`config.mk`:
```
export PLATFORM = sky130hd
export DESIGN_NAME = cabpr_regs
export DESIGN_NICKNAME = d
export VERILOG_FILES = /design/src/cabpr_pkg.sv /design/src/cabpr_regs.sv
export SDC_FILE = /design/constraint.sdc
export NUM_CORES = 1
export LEC_CHECK = 0
export CAP_MARGIN = 5
export CORE_MARGIN = 5
export CORE_UTILIZATION = 25
export CTS_CLUSTER_DIAMETER = 200
export CTS_CLUSTER_SIZE = 20
export DETAILED_ROUTE_END_ITERATION = 10
export DONT_BUFFER_PORTS = 1
export SKIP_LAST_GASP = 1
export SLEW_MARGIN = 20
export SYNTH_ARGS = -nofsm -noshare
export SYNTH_HDL_FRONTEND = slang
export SYNTH_SLANG_ARGS = --single-unit
```
`constraint.sdc`:
```
create_clock -name clk_sys -period 2 [get_ports clk_sys]
set_input_delay 0.4 -clock clk_sys [delete_from_list [all_inputs] [get_ports clk_sys]]
set_output_delay 0.4 -clock clk_sys [all_outputs]
set_load 0.01 [all_outputs]
```
`src/cabpr_pkg.sv`:
```
// Package: constants and types of the copper base page register bank
package cabpr_pkg;

    // ------------------------------------------------------------------
    // Register map
    // ------------------------------------------------------------------
    localparam int ADDR_W = 5;
    localparam int DATA_W = 16;
    localparam logic [ADDR_W-1:0] OFS_ADV = 5'h04;
    localparam logic [ADDR_W-1:0] OFS_LP = 5'h05;
    localparam logic [ADDR_W-1:0] OFS_IRQ_STS = 5'h10;
    localparam logic [ADDR_W-1:0] OFS_IRQ_MSK = 5'h11;

    // ------------------------------------------------------------------
    // Field positions and reset values
    // ------------------------------------------------------------------
    localparam int ADV_MSB = 8;
    localparam int ADV_LSB = 5;
    localparam int SEL_MSB = 4;
    localparam int STRAP_W = 3;
    localparam int STRAP_ADV_BIT = 1;
    localparam logic [4:0] SEL_RST = 5'h01;
    localparam logic [15:0] LP_RST = 16'h0000;
    localparam int IRQ_W = 3;
    localparam int IRQ_PAGE = 0;
    localparam int IRQ_ADV = 1;
    localparam int IRQ_LINK = 2;

    // ------------------------------------------------------------------
    // Carriers
    // ------------------------------------------------------------------
    typedef struct packed {
        logic [ADDR_W-1:0] addr;
        logic [DATA_W-1:0] wdata;
        logic wr;
        logic rd;
    } cabpr_bus_t;

    typedef struct packed {
        logic sw_reset;
        logic restart_aneg;
        logic power_down;
        logic aneg_enable;
        logic speed_lsb;
        logic speed_msb;
        logic duplex;
    } cabpr_ctl_t;

    typedef struct packed {
        logic aneg_run;
        logic adv_1000_fd;
        logic adv_1000_hd;
        logic [DATA_W-1:0] base_word;
    } cabpr_adv_t;

    typedef struct packed {
        logic strap_done;
        logic [3:0] adv_pend;
        logic [3:0] adv_act;
        logic [4:0] sel;
        logic [DATA_W-1:0] lp;
        logic [DATA_W-1:0] rdata;
        logic pd_q;
        logic link_q;
        logic [IRQ_W-1:0] sts;
        logic [IRQ_W-1:0] msk;
        logic irq;
        cabpr_adv_t adv;
    } cabpr_state_t;

endpackage : cabpr_pkg

```
`src/cabpr_regs.sv`:
```
// Module: copper base page advertisement and partner ability registers
//
// Function
// - Ability writes pend until reset, restart, wake, drop
// - Forced 1000 keeps auto-negotiation running
// - Forced 1000 advertises only duplex-matched 1000BASE-T
// - Forced 1000 ignores 10/100 and 1000 bits
// - Hardware reset loads ability bits from strap
// - Ability bits 8..5: 100FD, 100HD, 10FD, 10HD
// - Selector read/write, resets 01, kept by soft reset
// - Partner word copied exactly, cleared by resets
// - Partner bit 15 shows next page ability
// - Partner bit 14 shows acknowledge
// - Partner bit 13 shows remote fault
// - Partner bit 12 raw ability bit
// - Partner bits 11/10 asymmetric pause, pause
// - Partner bits 9..5 show partner abilities
// - Partner selector in bits 4..0, resets zero
//
// The address-and-strobe port is this design's own decision.
`timescale 1ns/100ps
`default_nettype none

module cabpr_regs #(
    parameter int STRAP_W = cabpr_pkg::STRAP_W
) (
    // Clock and reset
    input wire logic clk_sys,
    input wire logic reset_n,
    // Register port
    input wire cabpr_pkg::cabpr_bus_t bus,
    output logic [cabpr_pkg::DATA_W-1:0] rdata,
    // Strap and control bits
    input wire logic [STRAP_W-1:0] strap_autoneg_config,
    input wire cabpr_pkg::cabpr_ctl_t ctl,
    input wire logic link_up,
    input wire logic [1:0] adv_1000_bits,
    // Received base page
    input wire logic rx_page_valid,
    input wire logic [cabpr_pkg::DATA_W-1:0] rx_page_word,
    // Advertisement towards the link
    output cabpr_pkg::cabpr_adv_t adv,
    // Interrupt
    output logic irq
);

    cabpr_pkg::cabpr_state_t s_r;
    cabpr_pkg::cabpr_state_t s_nxt;
    logic forced_1000;
    logic trigger;
    logic wr_adv;
    logic [cabpr_pkg::IRQ_W-1:0] ev;

    function automatic logic hit(
        input logic [cabpr_pkg::ADDR_W-1:0] a,
        input logic [cabpr_pkg::ADDR_W-1:0] ofs
    );
        return a == ofs;
    endfunction : hit

    // ------------------------------------------------------------------
    // Mode decode
    // ------------------------------------------------------------------
    // Speed select 10 with auto-negotiation off means forced 1000
    assign forced_1000 = !ctl.aneg_enable && ctl.speed_msb
        && !ctl.speed_lsb;
    // Any of the four events releases the pending ability bits
    assign trigger = ctl.sw_reset || ctl.restart_aneg
        || (s_r.pd_q && !ctl.power_down)
        || (s_r.link_q && !link_up);
    assign wr_adv = bus.wr && hit(bus.addr, cabpr_pkg::OFS_ADV);

    // ------------------------------------------------------------------
    // Next state
    // ------------------------------------------------------------------
    always_comb begin
        s_nxt = s_r;
        s_nxt.pd_q = ctl.power_down;
        s_nxt.link_q = link_up;
        ev = '0;
        // Strap is caught on the first clock after reset release
        if (!s_r.strap_done) begin
            s_nxt.strap_done = 1'b1;
            s_nxt.adv_pend = {4{strap_autoneg_config[
                cabpr_pkg::STRAP_ADV_BIT]}};
            s_nxt.adv_act = s_nxt.adv_pend;
        end
        if (wr_adv) begin
            s_nxt.adv_pend = bus.wdata[cabpr_pkg::ADV_MSB:
                cabpr_pkg::ADV_LSB];
            s_nxt.sel = bus.wdata[cabpr_pkg::SEL_MSB:0];
        end
        if (trigger && s_r.strap_done) begin
            s_nxt.adv_act = s_nxt.adv_pend;
            ev[cabpr_pkg::IRQ_ADV] = 1'b1;
        end
        if (s_r.link_q && !link_up) begin
            ev[cabpr_pkg::IRQ_LINK] = 1'b1;
        end
        // Whole word only, so software never sees a torn update
        if (rx_page_valid) begin
            s_nxt.lp = rx_page_word;
            ev[cabpr_pkg::IRQ_PAGE] = 1'b1;
        end
        if (ctl.sw_reset) begin
            s_nxt.lp = cabpr_pkg::LP_RST;
        end
        if (bus.wr && hit(bus.addr, cabpr_pkg::OFS_IRQ_MSK)) begin
            s_nxt.msk = bus.wdata[cabpr_pkg::IRQ_W-1:0];
        end
        // Set wins over a write-one clear in the same cycle
        s_nxt.sts = s_r.sts;
        if (bus.wr && hit(bus.addr, cabpr_pkg::OFS_IRQ_STS)) begin
            s_nxt.sts = s_r.sts & ~bus.wdata[cabpr_pkg::IRQ_W-1:0];
        end
        s_nxt.sts = s_nxt.sts | ev;
        s_nxt.irq = |(s_nxt.sts & s_nxt.msk);
        s_nxt.rdata = '0;
        if (bus.rd) begin
            unique case (1'b1)
                hit(bus.addr, cabpr_pkg::OFS_ADV): begin
                    s_nxt.rdata[cabpr_pkg::ADV_MSB:cabpr_pkg::ADV_LSB] =
                        s_r.adv_pend;
                    s_nxt.rdata[cabpr_pkg::SEL_MSB:0] = s_r.sel;
                end
                hit(bus.addr, cabpr_pkg::OFS_LP): begin
                    s_nxt.rdata = s_r.lp;
                end
                hit(bus.addr, cabpr_pkg::OFS_IRQ_STS): begin
                    s_nxt.rdata[cabpr_pkg::IRQ_W-1:0] = s_r.sts;
                end
                hit(bus.addr, cabpr_pkg::OFS_IRQ_MSK): begin
                    s_nxt.rdata[cabpr_pkg::IRQ_W-1:0] = s_r.msk;
                end
                default: begin
                    s_nxt.rdata = '0;
                end
            endcase
        end
        // Advertisement driven to the negotiation engine
        s_nxt.adv.aneg_run = ctl.aneg_enable || forced_1000;
        s_nxt.adv.base_word = '0;
        s_nxt.adv.base_word[cabpr_pkg::SEL_MSB:0] = s_nxt.sel;
        if (forced_1000) begin
            s_nxt.adv.adv_1000_fd = ctl.duplex;
            s_nxt.adv.adv_1000_hd = !ctl.duplex;
        end else begin
            s_nxt.adv.base_word[cabpr_pkg::ADV_MSB:cabpr_pkg::ADV_LSB] =
                s_nxt.adv_act;
            s_nxt.adv.adv_1000_fd = adv_1000_bits[1];
            s_nxt.adv.adv_1000_hd = adv_1000_bits[0];
        end
    end

    // ------------------------------------------------------------------
    // State register
    // ------------------------------------------------------------------
    always_ff @(posedge clk_sys or negedge reset_n) begin
        if (!reset_n) begin
            s_r <= '0;
            s_r.sel <= cabpr_pkg::SEL_RST;
            s_r.lp <= cabpr_pkg::LP_RST;
        end else begin
            s_r <= s_nxt;
        end
    end

    assign rdata = s_r.rdata;
    assign adv = s_r.adv;
    assign irq = s_r.irq;

    // ------------------------------------------------------------------
    // Checks
    // ------------------------------------------------------------------
    chk_pend_hold: assert property (@(posedge clk_sys)
        disable iff (!reset_n)
        s_r.strap_done && !trigger
        |=> $stable(s_r.adv_act))
        else $error("ability bits changed without a trigger");

    chk_apply_trig: assert property (@(posedge clk_sys)
        disable iff (!reset_n)
        s_r.strap_done && trigger
        |=> s_r.adv_act == s_r.adv_pend)
        else $error("pending ability bits not applied");

    chk_restart_trig: assert property (@(posedge clk_sys)
        disable iff (!reset_n)
        s_r.strap_done && ctl.restart_aneg
        |=> s_r.adv_act == s_r.adv_pend)
        else $error("restart did not apply ability bits");

    chk_wake_trig: assert property (@(posedge clk_sys)
        disable iff (!reset_n)
        s_r.strap_done && s_r.pd_q && !ctl.power_down
        |=> s_r.adv_act == s_r.adv_pend)
        else $error("wake from power down did not apply bits");

    chk_drop_trig: assert property (@(posedge clk_sys)
        disable iff (!reset_n)
        s_r.strap_done && s_r.link_q && !link_up
        |=> s_r.adv_act == s_r.adv_pend)
        else $error("link drop did not apply ability bits");

    chk_adv_event: assert property (@(posedge clk_sys)
        disable iff (!reset_n)
        s_r.strap_done && trigger
        |=> s_r.sts[cabpr_pkg::IRQ_ADV])
        else $error("applied advertisement not flagged");

    // ------------------------------------------------------------------
    // Checks: strap, ability and selector writes
    // ------------------------------------------------------------------
    chk_strap_load: assert property (@(posedge clk_sys)
        disable iff (!reset_n)
        $rose(s_r.strap_done) |-> s_r.adv_act ==
            {4{$past(strap_autoneg_config[cabpr_pkg::STRAP_ADV_BIT])}})
        else $error("strap not loaded into ability bits");

    chk_strap_once: assert property (@(posedge clk_sys)
        disable iff (!reset_n)
        s_r.strap_done
        |=> s_r.strap_done)
        else $error("strap loaded a second time");

    chk_pend_write: assert property (@(posedge clk_sys)
        disable iff (!reset_n)
        wr_adv |=> s_r.adv_pend ==
            $past(bus.wdata[cabpr_pkg::ADV_MSB:cabpr_pkg::ADV_LSB]))
        else $error("ability write not held pending");

    chk_pend_keep: assert property (@(posedge clk_sys)
        disable iff (!reset_n)
        s_r.strap_done && !wr_adv
        |=> $stable(s_r.adv_pend))
        else $error("pending ability bits changed unwritten");

    chk_sel_write: assert property (@(posedge clk_sys)
        disable iff (!reset_n)
        wr_adv
        |=> s_r.sel == $past(bus.wdata[cabpr_pkg::SEL_MSB:0]))
        else $error("selector write lost");

    chk_sel_keep: assert property (@(posedge clk_sys)
        disable iff (!reset_n)
        ctl.sw_reset && !wr_adv
        |=> $stable(s_r.sel))
        else $error("selector lost on soft reset");

    chk_sel_hold: assert property (@(posedge clk_sys)
        disable iff (!reset_n)
        !wr_adv
        |=> $stable(s_r.sel))
        else $error("selector changed without a write");

    // ------------------------------------------------------------------
    // Checks: advertisement towards the link
    // ------------------------------------------------------------------
    chk_forced_run: assert property (@(posedge clk_sys)
        disable iff (!reset_n)
        forced_1000
        |=> adv.aneg_run)
        else $error("forced 1000 stopped auto-negotiation");

    chk_aneg_off: assert property (@(posedge clk_sys)
        disable iff (!reset_n)
        !ctl.aneg_enable && !forced_1000
        |=> !adv.aneg_run)
        else $error("auto-negotiation runs while disabled");

    chk_forced_dup: assert property (@(posedge clk_sys)
        disable iff (!reset_n)
        forced_1000 |=> adv.adv_1000_fd == $past(ctl.duplex)
            && adv.adv_1000_hd != $past(ctl.duplex))
        else $error("forced 1000 duplex advert wrong");

    chk_forced_ign: assert property (@(posedge clk_sys)
        disable iff (!reset_n)
        forced_1000 |=>
            adv.base_word[cabpr_pkg::ADV_MSB:cabpr_pkg::ADV_LSB] == 4'h0)
        else $error("forced 1000 leaks 10/100 bits");

    chk_free_1000: assert property (@(posedge clk_sys)
        disable iff (!reset_n)
        !forced_1000 |=> adv.adv_1000_fd == $past(adv_1000_bits[1])
            && adv.adv_1000_hd == $past(adv_1000_bits[0]))
        else $error("1000BASE-T advert not passed through");

    chk_free_abil: assert property (@(posedge clk_sys)
        disable iff (!reset_n)
        !forced_1000 |=>
            adv.base_word[cabpr_pkg::ADV_MSB:cabpr_pkg::ADV_LSB] == s_r.adv_act)
        else $error("advertised abilities differ from active bits");

    chk_adv_sel: assert property (@(posedge clk_sys)
        disable iff (!reset_n)
        s_r.strap_done
        |-> adv.base_word[cabpr_pkg::SEL_MSB:0] == s_r.sel)
        else $error("advertised selector differs from register");

    chk_adv_upper: assert property (@(posedge clk_sys)
        disable iff (!reset_n)
        s_r.strap_done |->
            adv.base_word[cabpr_pkg::DATA_W-1:cabpr_pkg::ADV_MSB+1] == '0)
        else $error("unused advertisement bits not zero");

    // ------------------------------------------------------------------
    // Checks: partner word
    // ------------------------------------------------------------------
    chk_lp_hold: assert property (@(posedge clk_sys)
        disable iff (!reset_n)
        !rx_page_valid && !ctl.sw_reset
        |=> $stable(s_r.lp))
        else $error("partner word changed without a page");

    chk_lp_load: assert property (@(posedge clk_sys)
        disable iff (!reset_n)
        rx_page_valid && !ctl.sw_reset
        |=> s_r.lp == $past(rx_page_word))
        else $error("complete page not loaded whole");

    chk_lp_copy: assert property (@(posedge clk_sys)
        disable iff (!reset_n)
        rx_page_valid && !ctl.sw_reset ##1 bus.rd
            && hit(bus.addr, cabpr_pkg::OFS_LP)
            |=> rdata == $past(rx_page_word, 2))
        else $error("partner word not reported bit for bit");

    chk_lp_clear: assert property (@(posedge clk_sys)
        disable iff (!reset_n)
        ctl.sw_reset
        |=> s_r.lp == cabpr_pkg::LP_RST)
        else $error("partner word not cleared by soft reset");

    chk_lp_ro: assert property (@(posedge clk_sys)
        disable iff (!reset_n)
        bus.wr && hit(bus.addr, cabpr_pkg::OFS_LP) && !rx_page_valid
            && !ctl.sw_reset |=> $stable(s_r.lp))
        else $error("software write reached the partner word");

    // ------------------------------------------------------------------
    // Checks: read port
    // ------------------------------------------------------------------
    chk_rd_idle: assert property (@(posedge clk_sys)
        disable iff (!reset_n)
        !bus.rd
        |=> rdata == '0)
        else $error("read data not zero outside a read");

    chk_rd_adv: assert property (@(posedge clk_sys)
        disable iff (!reset_n)
        bus.rd && hit(bus.addr, cabpr_pkg::OFS_ADV) |=>
            rdata[cabpr_pkg::ADV_MSB:cabpr_pkg::ADV_LSB] == $past(s_r.adv_pend)
            && rdata[cabpr_pkg::SEL_MSB:0] == $past(s_r.sel))
        else $error("advertisement read back wrong");

    chk_rd_unmap: assert property (@(posedge clk_sys)
        disable iff (!reset_n)
        bus.rd && !hit(bus.addr, cabpr_pkg::OFS_ADV)
            && !hit(bus.addr, cabpr_pkg::OFS_LP)
            && !hit(bus.addr, cabpr_pkg::OFS_IRQ_STS)
            && !hit(bus.addr, cabpr_pkg::OFS_IRQ_MSK) |=> rdata == '0)
        else $error("unmapped read not zero");

    // ------------------------------------------------------------------
    // Checks: interrupt
    // ------------------------------------------------------------------
    chk_irq_level: assert property (@(posedge clk_sys)
        disable iff (!reset_n)
        rx_page_valid && s_r.msk[cabpr_pkg::IRQ_PAGE]
            && !(bus.wr && hit(bus.addr, cabpr_pkg::OFS_IRQ_MSK))
            |=> irq)
        else $error("page event did not raise interrupt");

    chk_sts_sticky: assert property (@(posedge clk_sys)
        disable iff (!reset_n)
        s_r.sts[cabpr_pkg::IRQ_PAGE]
            && !(bus.wr && hit(bus.addr, cabpr_pkg::OFS_IRQ_STS)
            && bus.wdata[cabpr_pkg::IRQ_PAGE])
            |=> s_r.sts[cabpr_pkg::IRQ_PAGE])
        else $error("page status bit cleared by itself");

    chk_link_event: assert property (@(posedge clk_sys)
        disable iff (!reset_n)
        s_r.link_q && !link_up
        |=> s_r.sts[cabpr_pkg::IRQ_LINK])
        else $error("link drop not flagged");

endmodule : cabpr_regs

`default_nettype wire

```
==> key figures <==
Logic synthesis
  – Most common cell in the netlist: dfrtp_1
  – Post-Synth XOR/XNOR Area: 0.309%
  – Largest area contributor in the netlist: dfrtp_1
  – Syn Inst Count: 242
  – Ys flop type: dfrtp_1
  – Post-Syn Area: approximately 2800 sq um
  – Post-synth top area share: a little over half
  – Synth area leaders: dfrtp_1 55%, buf_4 9.3%, mux2i_1 5.6%, nor2_1 2.8%, mux2_4 2.6%
  – Post-synthesis compound-gate area fraction: a little over a tenth
  – Largest family of logic cells by synthesized area: buffers and inverters
  – Mux cell area share after synthesis: 10.7%
  – Yosys warns: 0
  – Yosys reg bits: 63
  – Cell variety after synth: 41
  – Syn avg cell area: between 10 and 15 sq um
  – Synth cell count leaders: 62 x dfrtp_1, 35 x buf_4, 21 x nor2_1
  – Synth Area in Simple Gates: 11.1%
  – Share of the yosys chip area belonging to registers: ~56%
  – Post-synth EDFFs: 0
  – Asr flop ratio synth: 100%
  – Post-synthesis adder-cell area fraction: 0%

CTS
  – TritonCTS buffer count: 9
  – Worst-path clk slew: 0.05 ns
  – CTS tree: built
  – Clock root buffer: clkbuf_16
  – Max clock buf depth: 2
  – Worst-skew pair later-pin latency: 0.32 ns
  – Clock sink count: 63
  – Setup Fix Bufs, Post-CTS: 0
  – H-tree levels: 3

STA
  – Setup tns final: 0 ns
  – Relative slew slack: 67.6%
  – RSZ-0062 raised after global routing: no
  – WHS: between 0.1 and 0.15 ns
  – Clk_skew: 0.00488 ns
  – Final period utilization: between 80% and 90%
  – Slew Viols, Final: 0
  – Slew @ Worst Pin: 0.479 ns
  – Max Clk Rate: 566 MHz
  – Final setup fails: 0
  – Minimum clock period: about 1.8 ns
  – Final hold violation count: 0

Cells and area
  – Fraction of layout cells with a size suffix above 1: between 10% and 20%
  – # diodes: 0
  – Layout area overhead: 9.18%
  – Nets: 274

Die
  – Rows: 38
  – Core ar.: 11000 sq um
  – Starting Density: about a quarter
  – IO Pins: 91
  – Die Footprint: 13600 sq um
  – Die width: 116 um
  – Chip Height: between 100 and 150 um

GRT
  – First-pass GRT wire length: 9850 um
  – Largest net degree at the start of global routing: 64
  – Vias in the first global route: between 1500 and 2000
  – Initial antenna violation count: 0
  – Tot GR Track Use: 9.88%
  – GR Overflow Total: 0

Drt
  – Via count of the routed design: 1641
  – Iteration-0 DRC Markers: 63
  – DR WL/cell: 17.5 um
  – Post-Route WL: 6360 um
  – # DRC: 0
  – Drt pass-1 iters: 4
  – Via density: 4.51
  – Post-route ant nets: 0

Worst setup path
  – Crit path max fanout: 5
  – Startpoint Class: flip-flop
  – Worst EP required: ~2.2 ns
  – Worst EP arrival: 1.96 ns
  – CP Class: flip-flop to flip-flop
  – Worst Setup End Kind: flip-flop

Pwr
  – Max VDD drop: 0.432 mV
  – Total power draw: 3.31 mW
  – Pwr dens: 1070 nW/um^2
  – Leak pwr: between 1 and 1.5 nW

Flow run
  – Max-cap violations: 0

Outcome
  – Outcome: finished, final reports clean

Place
  – Port-buffer cells: 0
  – GPL Wtd Cong: 0.779
  – DP HPWL: 4760 um

Min path
  – Hold Crit Class: input port to flip-flop
==> power breakdown <==
group	internal, mW	switching, mW	total, mW
logic	0.114	0.102	0.215
clock network	1.09	0.548	1.63
registers	1.37	0.0828	1.46
total	2.57	0.732	3.31
==> area by class of cell <==
class                   count  area (sq um)
inverters                   2          7.51
fillers                  1125          7890
clock buffers              10           229
repair buffers              5          60.1
flip-flops and latches     63          1580
clock inverters             6          85.1
multi-input cells         138           961
well taps                 140           175
==> final timing paths <==
path / from / end / slack, ns / cells past startpoint
min in group asynchronous: reset_n / adv[17]$_DFF_PN0_ / 0.61 / 2
min: link_up / s_r[26]$_DFF_PN0_ / 0.11 / 0
max: s_r[27]$_DFF_PN0_ / irq$_DFF_PN0_ / 0.23 / 4
min reg2reg: s_r[69]$_DFF_PN0_ / rdata[5]$_DFF_PN0_ / 0.50 / 1
max reg2reg: s_r[27]$_DFF_PN0_ / irq$_DFF_PN0_ / 0.23 / 4
max in group asynchronous: reset_n / s_r[60]$_DFF_PN1_ / 1.10 / 2
==> critical path, stage by stage (launching register included) <==
cell and delay [ns]:
dfrtp_1 0.35, nor2b_1 0.13, or4_4 0.52, a22o_1 0.28, a221o_1 0.36
==> flip-flops by register name, indices dropped and copies added, names as in the netlist <==
signal and flops:
s_r 37, rdata 16, adv 9, irq 1
==> timing repair <==
item / 4_1_cts / 5_1_grt
hold buffers: 2 / 0
endpoints found under the hold margin: 63 / 0
gates resized for setup: 0 / 0
==> logic make-up (layout without fill, tap and decap cells) <==
logic type | Yosys count | in the layout
AO/OA/AOI/OAI | 41 | 41
multiplexers | 27 | 27
AND/OR/NAND/NOR | 61 | 61
buffers and inverters | 47 | 23
flip-flops | 63 | 63
XOR/XNOR | 1 | 1
other | 2 | 8
==> cells in the final DEF, fill, tap and decap left out, types with 4 or more instances in the layout <==
cell / synthesis / final
a22o_1: 7 / 7
a31oi_1: 8 / 8
and3_1: 7 / 7
clkbuf_16: 0 / 9
conb_1: 2 / 8
dfrtp_1: 62 / 62
mux2_2: 6 / 6
mux2_4: 5 / 5
mux2i_1: 16 / 16
nand2_1: 14 / 14
nand3_1: 4 / 4
nor2_1: 21 / 21
o211ai_1: 7 / 7
o21a_1: 4 / 4
==> routing by layer <==
| layer | vias to the layer above | global-route usage (%) | wire length [um] |
|---|---|---|---|
| met2 | 58 | 15.8 | 3090 |
| met4 | 0 | 3.94 | 99 |
| met1 | 818 | 11.5 | 2610 |
| met3 | 7 | 4.61 | 559 |
| met5 | - | 0 | 0 |
| li1 | 758 | - | - |
==> metrics by stage <==
stage / util, % / setup slack (ns) / cells / instance area, sq um
floorplan: - / 0.130 / 248 / 2860
global route: 28.2 / 0.184 / 364 / 3100
detailed placement: 25.0 / 0.106 / 346 / 2740
finish: 28.2 / 0.234 / 364 / 3100
global placement: 25.0 / 0.137 / 346 / 2740
CTS: 28.2 / 0.241 / 364 / 3100
Note: power is estimated with default switching activity, not from simulation.
